$ cat src/acc_pkg.sv
// acc_pkg: register map, field positions, reset values and bus carriers
// for the analog comparator control block; assumes a 32-bit AXI4-Lite bus.
package acc_pkg;

    ////////////////////////////////////////////////////////////////////////
    // register offsets (byte addresses)
    localparam logic [7:0] ACC_OFF_CTRL = 8'h00;
    localparam logic [7:0] ACC_OFF_IRQ_MASK = 8'h04;

    ////////////////////////////////////////////////////////////////////////
    // field positions of comparator_status_control
    localparam int ACC_BIT_ENABLE = 7;
    localparam int ACC_BIT_REFSEL = 6;
    localparam int ACC_BIT_FLAG = 5;
    localparam int ACC_BIT_IRQEN = 4;
    localparam int ACC_BIT_OUTVAL = 3;
    localparam int ACC_BIT_PINEN = 2;
    localparam int ACC_BIT_MODE_HI = 1;
    localparam int ACC_BIT_MODE_LO = 0;

    ////////////////////////////////////////////////////////////////////////
    // reset values
    localparam logic [7:0] ACC_CTRL_RESET = 8'h00;
    localparam logic ACC_MASK_RESET = 1'b1;

    ////////////////////////////////////////////////////////////////////////
    // bus answers
    localparam logic [1:0] ACC_RESP_OKAY = 2'h0;
    localparam logic [1:0] ACC_RESP_SLVERR = 2'h2;

    ////////////////////////////////////////////////////////////////////////
    // event modes
    typedef enum logic [1:0] {
        ACC_MODE_FALL0 = 2'b00,
        ACC_MODE_RISE = 2'b01,
        ACC_MODE_FALL2 = 2'b10,
        ACC_MODE_BOTH = 2'b11
    } acc_mode_t;

    // control fields held by software
    typedef struct packed {
        logic enable;
        logic refSel;
        logic irqEn;
        logic pinEn;
        acc_mode_t mode;
    } acc_ctrl_t;

    // analog-side signals leaving the block
    typedef struct packed {
        logic moduleEnable;
        logic refSel;
    } acc_analog_t;

endpackage

$ cat src/acc_edge_detect.sv
// acc_edge_detect: two-stage synchroniser and edge event on the raw
// comparator result; assumes the result is asynchronous to clk.
module acc_edge_detect
    import acc_pkg::*;
(
    // clock and reset
    input wire logic clk,
    input wire logic rstn,
    input wire logic ce,
    // control
    input wire logic enable,
    input acc_mode_t mode,
    // comparator side
    input wire logic cmpRaw,
    // results
    output logic level,
    output logic event_
);

    logic sync1_q;
    logic sync2_q;
    logic prev_q;
    wire rise = sync2_q & ~prev_q;
    wire fall = ~sync2_q & prev_q;

    ////////////////////////////////////////////////////////////////////////
    // synchroniser; held at zero while disabled
    always_ff @(posedge clk) begin
        if (!rstn || (ce && !enable)) begin
            sync1_q <= 1'b0;
            sync2_q <= 1'b0;
            prev_q <= 1'b0;
        end else if (ce) begin
            sync1_q <= cmpRaw;
            sync2_q <= sync1_q;
            prev_q <= sync2_q;
        end
    end

    ////////////////////////////////////////////////////////////////////////
    // event select
    always_comb begin
        case (mode)
            ACC_MODE_FALL0: event_ = fall;
            ACC_MODE_RISE: event_ = rise;
            ACC_MODE_FALL2: event_ = fall;
            ACC_MODE_BOTH: event_ = rise | fall;
            default: event_ = 1'b0;
        endcase
    end

    assign level = sync2_q;

endmodule // acc_edge_detect

$ cat src/acc_top.sv
// acc_top: analog comparator control register, event flag and interrupt
// behind an AXI4-Lite slave; assumes the analog core gives a raw level.
//
// Register access over AXI4-Lite and the register addresses are this design's own decisions.
module acc_top
    import acc_pkg::*;
(
    // clock and reset
    input wire logic clk,
    input wire logic rstn,
    input wire logic ce,
    // power state
    input wire logic deepStopWake,
    // axi4-lite write address
    input wire logic [7:0] s_axi_awaddr,
    input wire logic s_axi_awvalid,
    output logic s_axi_awready,
    // axi4-lite write data
    input wire logic [31:0] s_axi_wdata,
    input wire logic [3:0] s_axi_wstrb,
    input wire logic s_axi_wvalid,
    output logic s_axi_wready,
    // axi4-lite write response
    output logic [1:0] s_axi_bresp,
    output logic s_axi_bvalid,
    input wire logic s_axi_bready,
    // axi4-lite read address
    input wire logic [7:0] s_axi_araddr,
    input wire logic s_axi_arvalid,
    output logic s_axi_arready,
    // axi4-lite read data
    output logic [31:0] s_axi_rdata,
    output logic [1:0] s_axi_rresp,
    output logic s_axi_rvalid,
    input wire logic s_axi_rready,
    // analog core
    input wire logic cmpResult,
    output acc_analog_t analogCtrl,
    output logic invertingToCore,
    // output pin, enable active low
    output logic cmpPinOut,
    output logic cmpPinOe_n,
    // interrupt and wake
    output logic irq,
    output logic wakeReq
);

    ////////////////////////////////////////////////////////////////////////
    // state
    acc_ctrl_t ctrl_q;
    logic flag_q;
    logic mask_q;
    logic [7:0] awaddr_q;
    logic awHave_q;
    logic [31:0] wdata_q;
    logic [3:0] wstrb_q;
    logic wHave_q;
    logic bvalid_q;
    logic [1:0] bresp_q;
    logic rvalid_q;
    logic [31:0] rdata_q;
    logic [1:0] rresp_q;
    logic pinOut_q;
    logic pinOe_n_q;

    wire syncRst = !rstn || deepStopWake;
    wire level;
    wire cmpEvent;

    acc_edge_detect u_edge (
        .clk(clk),
        .rstn(!syncRst),
        .ce(ce),
        .enable(ctrl_q.enable),
        .mode(ctrl_q.mode),
        .cmpRaw(cmpResult),
        .level(level),
        .event_(cmpEvent)
    );

    ////////////////////////////////////////////////////////////////////////
    // register image
    function automatic logic [7:0] ctrl_image(acc_ctrl_t c, logic f, logic lv);
        logic [7:0] v;
        v = 8'h00;
        v[ACC_BIT_ENABLE] = c.enable;
        v[ACC_BIT_REFSEL] = c.refSel;
        v[ACC_BIT_FLAG] = f;
        v[ACC_BIT_IRQEN] = c.irqEn;
        v[ACC_BIT_OUTVAL] = lv & c.enable;
        v[ACC_BIT_PINEN] = c.pinEn;
        v[ACC_BIT_MODE_HI:ACC_BIT_MODE_LO] = c.mode;
        return v;
    endfunction

    ////////////////////////////////////////////////////////////////////////
    // control fields from a written byte
    function automatic acc_ctrl_t ctrl_decode(logic [7:0] w);
        acc_ctrl_t c;
        c.enable = w[ACC_BIT_ENABLE];
        c.refSel = w[ACC_BIT_REFSEL];
        c.irqEn = w[ACC_BIT_IRQEN];
        c.pinEn = w[ACC_BIT_PINEN];
        c.mode = acc_mode_t'(w[ACC_BIT_MODE_HI:ACC_BIT_MODE_LO]);
        return c;
    endfunction

    // word select: only the word part of a byte address takes part
    function automatic logic reg_sel(logic [7:0] addr, logic [7:0] off);
        return addr[7:2] == off[7:2];
    endfunction

    ////////////////////////////////////////////////////////////////////////
    // write decode
    wire wrFire = awHave_q && wHave_q && !bvalid_q;
    wire wrHitCtrl = reg_sel(awaddr_q, ACC_OFF_CTRL);
    wire wrHitMask = reg_sel(awaddr_q, ACC_OFF_IRQ_MASK);
    wire wrCtrl = wrFire && wrHitCtrl && wstrb_q[0];
    wire wrMask = wrFire && wrHitMask && wstrb_q[0];
    wire wrHit = wrHitCtrl || wrHitMask;
    wire flagClr = wrCtrl && wdata_q[ACC_BIT_FLAG];
    wire flagSet = cmpEvent && ctrl_q.enable;
    wire [7:0] ctrlImg = ctrl_image(ctrl_q, flag_q, level);

    ////////////////////////////////////////////////////////////////////////
    // read decode
    wire rdFire = s_axi_arvalid && !rvalid_q;
    wire rdCtrl = reg_sel(s_axi_araddr, ACC_OFF_CTRL);
    wire rdMask = reg_sel(s_axi_araddr, ACC_OFF_IRQ_MASK);
    wire [31:0] rdWord = rdCtrl ? {24'h000000, ctrlImg}
        : rdMask ? {31'h00000000, mask_q} : 32'h00000000;

    ////////////////////////////////////////////////////////////////////////
    // write address holding; taking and firing never meet in one cycle
    always_ff @(posedge clk) begin
        if (syncRst) begin
            awHave_q <= 1'b0;
            awaddr_q <= 8'h00;
        end else if (ce) begin
            if (s_axi_awvalid && s_axi_awready) begin
                awHave_q <= 1'b1;
                awaddr_q <= s_axi_awaddr;
            end else if (wrFire) begin
                awHave_q <= 1'b0;
            end
        end
    end

    ////////////////////////////////////////////////////////////////////////
    // write data holding
    always_ff @(posedge clk) begin
        if (syncRst) begin
            wHave_q <= 1'b0;
            wdata_q <= 32'h00000000;
            wstrb_q <= 4'h0;
        end else if (ce) begin
            if (s_axi_wvalid && s_axi_wready) begin
                wHave_q <= 1'b1;
                wdata_q <= s_axi_wdata;
                wstrb_q <= s_axi_wstrb;
            end else if (wrFire) begin
                wHave_q <= 1'b0;
            end
        end
    end

    ////////////////////////////////////////////////////////////////////////
    // write response
    always_ff @(posedge clk) begin
        if (syncRst) begin
            bvalid_q <= 1'b0;
            bresp_q <= ACC_RESP_OKAY;
        end else if (ce) begin
            if (wrFire) begin
                bvalid_q <= 1'b1;
                bresp_q <= wrHit ? ACC_RESP_OKAY : ACC_RESP_SLVERR;
            end else if (bvalid_q && s_axi_bready) begin
                bvalid_q <= 1'b0;
            end
        end
    end

    ////////////////////////////////////////////////////////////////////////
    // read channel
    always_ff @(posedge clk) begin
        if (syncRst) begin
            rvalid_q <= 1'b0;
            rdata_q <= 32'h00000000;
            rresp_q <= ACC_RESP_OKAY;
        end else if (ce) begin
            if (rdFire) begin
                rvalid_q <= 1'b1;
                rdata_q <= rdWord;
                rresp_q <= (rdCtrl || rdMask) ? ACC_RESP_OKAY : ACC_RESP_SLVERR;
            end else if (rvalid_q && s_axi_rready) begin
                rvalid_q <= 1'b0;
            end
        end
    end

    ////////////////////////////////////////////////////////////////////////
    // control register
    always_ff @(posedge clk) begin
        if (syncRst) begin
            ctrl_q <= ctrl_decode(ACC_CTRL_RESET);
        end else if (ce && wrCtrl) begin
            ctrl_q <= ctrl_decode(wdata_q[7:0]);
        end
    end

    ////////////////////////////////////////////////////////////////////////
    // interrupt mask
    always_ff @(posedge clk) begin
        if (syncRst) begin
            mask_q <= ACC_MASK_RESET;
        end else if (ce && wrMask) begin
            mask_q <= wdata_q[0];
        end
    end

    ////////////////////////////////////////////////////////////////////////
    // event flag; a new event wins over a clear in the same cycle
    always_ff @(posedge clk) begin
        if (syncRst) begin
            flag_q <= ACC_CTRL_RESET[ACC_BIT_FLAG];
        end else if (ce) begin
            if (flagSet) begin
                flag_q <= 1'b1;
            end else if (flagClr) begin
                flag_q <= 1'b0;
            end
        end
    end

    ////////////////////////////////////////////////////////////////////////
    // output pin
    always_ff @(posedge clk) begin
        if (syncRst) begin
            pinOut_q <= 1'b0;
            pinOe_n_q <= 1'b1;
        end else if (ce) begin
            pinOut_q <= level & ctrl_q.enable & ctrl_q.pinEn;
            pinOe_n_q <= !(ctrl_q.enable && ctrl_q.pinEn);
        end
    end

    ////////////////////////////////////////////////////////////////////////
    // outputs
    assign s_axi_awready = !awHave_q && !bvalid_q;
    assign s_axi_wready = !wHave_q && !bvalid_q;
    assign s_axi_bvalid = bvalid_q;
    assign s_axi_bresp = bresp_q;
    assign s_axi_arready = !rvalid_q;
    assign s_axi_rvalid = rvalid_q;
    assign s_axi_rdata = rdata_q;
    assign s_axi_rresp = rresp_q;
    assign analogCtrl.moduleEnable = ctrl_q.enable;
    assign analogCtrl.refSel = ctrl_q.refSel;
    assign invertingToCore = 1'b1;
    assign cmpPinOut = pinOut_q;
    assign cmpPinOe_n = pinOe_n_q;
    assign irq = ctrl_q.irqEn && flag_q && mask_q;
    assign wakeReq = ctrl_q.irqEn && flag_q;

endmodule // acc_top

$ cat config.mk
export PLATFORM = sky130hd
export DESIGN_NAME = acc_top
export DESIGN_NICKNAME = d
export VERILOG_FILES = /design/src/acc_pkg.sv /design/src/acc_edge_detect.sv /design/src/acc_top.sv
export SDC_FILE = /design/constraint.sdc
export NUM_CORES = 1
export LEC_CHECK = 0
export ABC_CLOCK_PERIOD_IN_PS = 2000
export BUFFER_PORTS_ARGS = -buffer_cell sky130_fd_sc_hd__clkbuf_2
export CAP_MARGIN = 20
export CORE_UTILIZATION = 29
export DETAILED_ROUTE_END_ITERATION = 10
export PLACE_DENSITY_LB_ADDON = 0.12
export SYNTH_ARGS = -nofsm -noshare
export SYNTH_HDL_FRONTEND = slang
export SYNTH_SLANG_ARGS = --single-unit
$ cat constraint.sdc
create_clock -name clk -period 2 [get_ports clk]
set_clock_uncertainty 0.2 [all_clocks]
set_input_delay 0.1 -clock clk [delete_from_list [all_inputs] [get_ports clk]]
set_output_delay 0.1 -clock clk [all_outputs]
set_load 0.05 [all_outputs]
# Word level (Yosys, flattened, before mapping)
# Cells that the tools add are included.
# classes
n_eq_ne	5
n_mux	14
bitwise_logic	7
n_reduce_logical	50
# op_table
op	n
1-bit logical AND	21
2-bit AND reduction	9
6-bit by 1-bit == test with 1-bit output, second input constant	2
6-bit logical NOT	2
1-bit 2-to-1 mux	10
2-bit nonzero test	5
8-bit 2-to-1 mux	1
1-bit logical NOT	7
1-bit AND	4
2-bit == test, second input constant	2
1-bit logical OR	4
2-bit 2-to-1 mux	2
1-bit one-hot mux with 3 select lines	1
2-bit by 1-bit == test with 1-bit output, second input constant	1
2-bit logical NOT	1
1-bit NOT	2
2-bit OR reduction	1
1-bit OR	1
# word_totals
register_bits	70
input_bits	62
wordCells	98

# Longest topological paths before layout
# depth
word_depth	7
mapped_depth	5
ltp_nobuf	5

# By module
# Synthesis repeated with hierarchy kept, for this count alone.
# unflattened
cells_unflattened	212
hier_area_um2	1903.1
# by_module_without_submodules
mod	instances	cells_each	area_each_um2	seq_area_each_um2
acc_top	1	192	1731.7	760.7
acc_edge_detect	1	20	171.4	60.1

# Worst setup path after synthesis
# No wires, ideal clock.
# synth_timing
path_type	reg2reg
from	register bvalid_q, in the netlist s_axi_bvalid
to	register ctrl_q (netlist bit analogCtrl[0])
setup_ns	0.072
arrival_time_ns	1.626
required_time_ns	1.728
setup_slack_ns	0.102
stages_incl_launch_ff	4
path_cell_list	dfxtp_1 nand4b_1 nor4_4 mux2i_1
# synth_via
elab_chain_cells	5
# synth_rtl
item	line_no	source
start, declared	acc_top.sv:58	logic bvalid_q;
start signal, assigned	acc_top.sv:171	bvalid_q <= 1'b0;
start signal, assigned	acc_top.sv:175	bvalid_q <= 1'b1;
start signal, assigned	acc_top.sv:178	bvalid_q <= 1'b0;
1-bit logical NOT	acc_top.sv:115	wire wrFire = awHave_q && wHave_q && !bvalid_q;
1-bit logical AND	acc_top.sv:115	
1-bit logical AND (2 in a row)	acc_top.sv:118	wire wrCtrl = wrFire && wrHitCtrl && wstrb_q[0];
1-bit logical AND	acc_top.sv:206	end else if (ce && wrCtrl) begin
end signal, assigned	acc_top.sv:205	ctrl_q <= ctrl_decode(ACC_CTRL_RESET);
end signal, assigned	acc_top.sv:207	ctrl_q <= ctrl_decode(wdata_q[7:0]);
end, declared	acc_top.sv:50	acc_ctrl_t ctrl_q;
# No other way between the ends.
# A chain may end at the register's enable or synchronous reset.

# Final worst setup path
# layout_timing
from	register awaddr_q[4]
to	register ctrl_q (netlist bit ctrlImg[4])
# layout_via
elab_chain_cells	4
# layout_rtl
item	line_no	source
start, declared	acc_top.sv:53	logic [7:0] awaddr_q;
start signal, assigned	acc_top.sv:142	awaddr_q <= s_axi_awaddr;
6-bit logical NOT	acc_top.sv:110	return addr[7:2] == off[7:2];
1-bit logical AND (2 in a row)	acc_top.sv:118	
1-bit logical AND	acc_top.sv:206	
# No other way between the ends.

==> flow_summary_export.csv <==
group,metric,value,unit
status,outcome,"complete, but fails checks",
status,violations,"DRC",
global_routing,grt_usage,12.2,%
cells_and_area,fin_nets,365,
cts,clock_path_buffers,2,
logic_synthesis,syn_area_per_cell,8.80,sq um
power_and_ir_drop,power_density,660,nW/um^2
floorplanning,die_y,85.0,microns
worst_setup_path,path_buf_inv,1,
sta,worst_slack,208,ps
worst_setup_path,slowest_stage,"or4_4",
worst_setup_path,crit_start,"awaddr_q[4]",
cts,cts_buffers,5,
logic_synthesis,synth_cells,227,
cts,postCtsSetupBuffers,0,
floorplanning,initial_utilization,30.7,%
floorplanning,io_pins,110,
worst_setup_path,critPathKind,"reg -> reg",
min_path,hold_depth,4,
sta,finalSetupViolCount,0,
power_and_ir_drop,netSwitchingFraction,28.0,%
worst_setup_path,worst_setup_path_end_kind,"flip-flop",
cts,worstSkewPairLatency,280,ps
power_and_ir_drop,power_frac_seq,48.9,%
logic_synthesis,ys_seq_area_share,41.1,%
cts,tritoncts,"built",
global_routing,grt_pass1_vias,1514,
route,totalWireLength,4220,microns
logic_synthesis,synth.ff_latch_count,41,
route,vias_per_cell,4.25,
worst_setup_path,reg2reg_slack,210,ps
route,drtAntennaViolNets,0,
worst_setup_path,start_kind,"flip-flop",
worst_setup_path,crit_arrival,1810,ps
floorplanning,die_w,85.0,microns
sta,drv_slew,0,
logic_synthesis,yosys_warnings,0,
sta,timing.fmax,0.558,GHz
route,routedWlPerCell,11.1,microns
sta,totalNegativeSetupSlack,0,ps
sta,fin_crit,1790,ps
placement,dp_slack,210,ps
power_and_ir_drop,vdd_drop_max,0.336,mV
power_and_ir_drop,clkPwrFrac,34.6,%
sta,rsz0062_at_grt,"no",
worst_setup_path,crit_fanout,6,
worst_setup_path,required,2020,ps
global_routing,antenna_found_initial,0,
placement,port_buffers,50,
cts,cts_sinks,41,
power_and_ir_drop,switchingPower,0.476,mW
route,drt_iter0_drc,76,
route,vias,1611,
cells_and_area,syn_to_final_growth,29.0,%
sta,hold_viol,0,
worst_setup_path,critical_path.max_stage_delay,570,ps
worst_setup_path,rr_startpoint,"awaddr_q[4]",
placement,dp_hpwl,3010,microns
logic_synthesis,ys_types,31,
floorplanning,fp-row-count,29,
worst_setup_path,crit_chain,"or4_4 -> nor4_4 -> buf_4 -> mux2i_1",
min_path,whs_endpoint,"s_axi_rdata[4]",
floorplanning,dieArea,7220,sq um
job,drv_cap,0,
min_path,min_from,"s_axi_araddr[2]",
placement,gp_congestion,0.701,
logic_synthesis,yosys-top-cells-area,"dfxtp_1 41%, buf_4 11%, mux2i_1 11%",
global_routing,grt.overflow.total,0,
route,drc_errors,9,
worst_setup_path,cpLargestDelayFamily,"simple AND/OR/NAND/NOR gates",
cts,cts_resized,0,
route,first_pass_iters,7,
cts,clock-root-buffer,"clkbuf_8",
power_and_ir_drop,p_leak,1.04,nW
floorplanning,coreArea,6490,sq um
sta,fin_hold_ws,42.7,ps
logic_synthesis,netlist.area_leader.share,41.1,%
cells_and_area,fillerInstances,684,
global_routing,grt_pass1_wl,7120,microns
logic_synthesis,yosysTopAreaCell,"dfxtp_1",
worst_setup_path,r2r_cells,4,
global_routing,grt_max_degree,17,
cts,htreeDepth,2,
logic_synthesis,syn_area,2000,sq um
power_and_ir_drop,internal_power,1.22,mW
min_path,hold_path_class,"in -> reg",
cts,clkSlewWorstSetupHoldPaths,80,ps
worst_setup_path,r2r_end,"ctrlImg[4]",
cells_and_area,layout-drive-gt1-share,24.5,%
cts,postCtsHoldBufs,21,
cells_and_area,n_antenna_cell,0,
power_and_ir_drop,pwr-share-comb,16.5,%
sta,fin_crit_sh,89.6,%
==> synth_stat cells <==
cell type,count
dfxtp_1,41
buf_4,29
nand2_1,26
nor2_1,23
mux2i_1,21
a21oi_1,16
nand4b_1,10
clkbuf_1,9
nor2b_1,8
nand2b_1,6
nand3_1,5
inv_1,3
nand3b_1,3
nor3_1,3
and2_1,2
and3b_1,2
buf_2,2
conb_1,2
ha_1,2
nor4_1,2
nor4bb_1,2
and3_1,1
mux2_2,1
nand4_1,1
nor3b_1,1
nor4_2,1
nor4_4,1
o21ai_0,1
o22ai_1,1
o31a_1,1
or4_4,1
==> layout by cell type (no fill, tap or decap) <==
cell type	synthesis	routed
ha_1	2	2
dfxtp_1	41	41
nor4_4	1	1
nor4_1	2	2
nor3_1	3	3
nor3b_1	1	1
nand4_1	1	1
buf_4	29	11
o22ai_1	1	1
nor4bb_2	0	1
clkbuf_2	0	50
mux2i_1	21	21
clkinv_2	0	1
or4_4	1	1
nand3_1	5	5
conb_1	2	27
mux2_2	1	1
nor4_2	1	1
and3b_1	2	2
nand2_1	26	26
dlygate4sd3_1	0	21
nand3b_1	3	3
a21oi_1	16	16
clkbuf_8	0	7
nor2b_1	8	8
nor2_1	23	23
and2_1	2	2
o31a_1	1	1
o21ai_0	1	1
nand2b_1	6	6
and3_1	1	1
nand4b_1	10	10
nor4bb_1	2	1
inv_1	3	3
==> stage by stage <==
stage | cell area, sq um | total power, mW | cells | utilization, %
after detailed placement | 2260 | 1.10 | 350 | 34.9
after floorplan | 2090 | 1.08 | 252 | -
final | 2580 | 1.70 | 379 | 39.7
after CTS | 2580 | 1.73 | 379 | 39.7
after global placement | 2260 | 1.10 | 350 | 34.9
after global routing | 2580 | 1.78 | 379 | 39.7
==> kinds of logic (layout without fill, tap and decap cells) <==
group | Yosys count | after routing | synth area share [%]
AND/OR/NAND/NOR | 98 | 98 | 27.5
buffers and inverters | 43 | 93 | 13.7
flip-flops | 41 | 41 | 41.1
AO/OA/AOI/OAI | 19 | 19 | 5.01
other | 2 | 27 | 0.376
adder cells (fa/ha/maj) | 2 | 2 | 1.25
multiplexers | 22 | 22 | 11.1
==> final cells by class <==
type	instances	area [sq um]	area share, %
Sequential cell	41	821	31.9
Timing Repair Buffer	82	543	21.1
Clock buffer	7	96.3	3.74
Clock inverter	1	5.00	0.194
Multi-Input combinational cell	168	1000	39.0
Tap cell	77	96.3	3.74
Inverter	3	11.3	0.437
==> tightest hold or removal path, stage by stage <==
cell and delay, ps:
clkbuf_2 180, nor2b_1 60, nand4b_1 80, a21oi_1 60
==> power groups by stage <==
stage	sequential [mW]	combinational (mW)	clock, mW
4_1_cts	0.832	0.281	0.616
5_1_grt	0.834	0.300	0.646
6_report	0.832	0.280	0.589
2_1_floorplan	0.854	0.228	0
3_5_place_dp	0.852	0.249	0
3_3_place_gp	0.851	0.249	0
==> metal layers <==
layer | part of all wire, % | track usage, % | up-vias | routed length [microns]
met4 | 0.36 | 2.77 | 0 | 15
met2 | 45 | 20.2 | 44 | 1910
met1 | 51 | 16.0 | 708 | 2130
met5 | 0 | 0 | - | 0
met3 | 3.8 | 3.11 | 2 | 162
li1 | - | - | 857 | -
==> registers in the layout, indices dropped and copies added, names as in the netlist <==
signal          count
wstrb_q             1
analogCtrl          2
s_axi_bvalid        1
flag_q              1
cmpPinOe_n          1
s_axi_bresp         1
s_axi_rdata         8
u_edge.sync1_q      1
wHave_q             1
wdata_q             7
s_axi_rvalid        1
u_edge.level        1
mask_q              1
awaddr_q            6
cmpPinOut           1
ctrlImg             4
s_axi_rresp         1
u_edge.prev_q       1
awHave_q            1
==> worst max path at each step <==
stage / slack (ps) / to / cells past startpoint
floorplan: 100 / analogCtrl[0] / 3
global placement: 220 / ctrlImg[1] / 4
detailed placement: 210 / analogCtrl[0] / 4
CTS: 200 / analogCtrl[0] / 4
global route: 90 / ctrlImg[0] / 4
finish: 210 / ctrlImg[4] / 4
(Power assumes the default switching activity.)
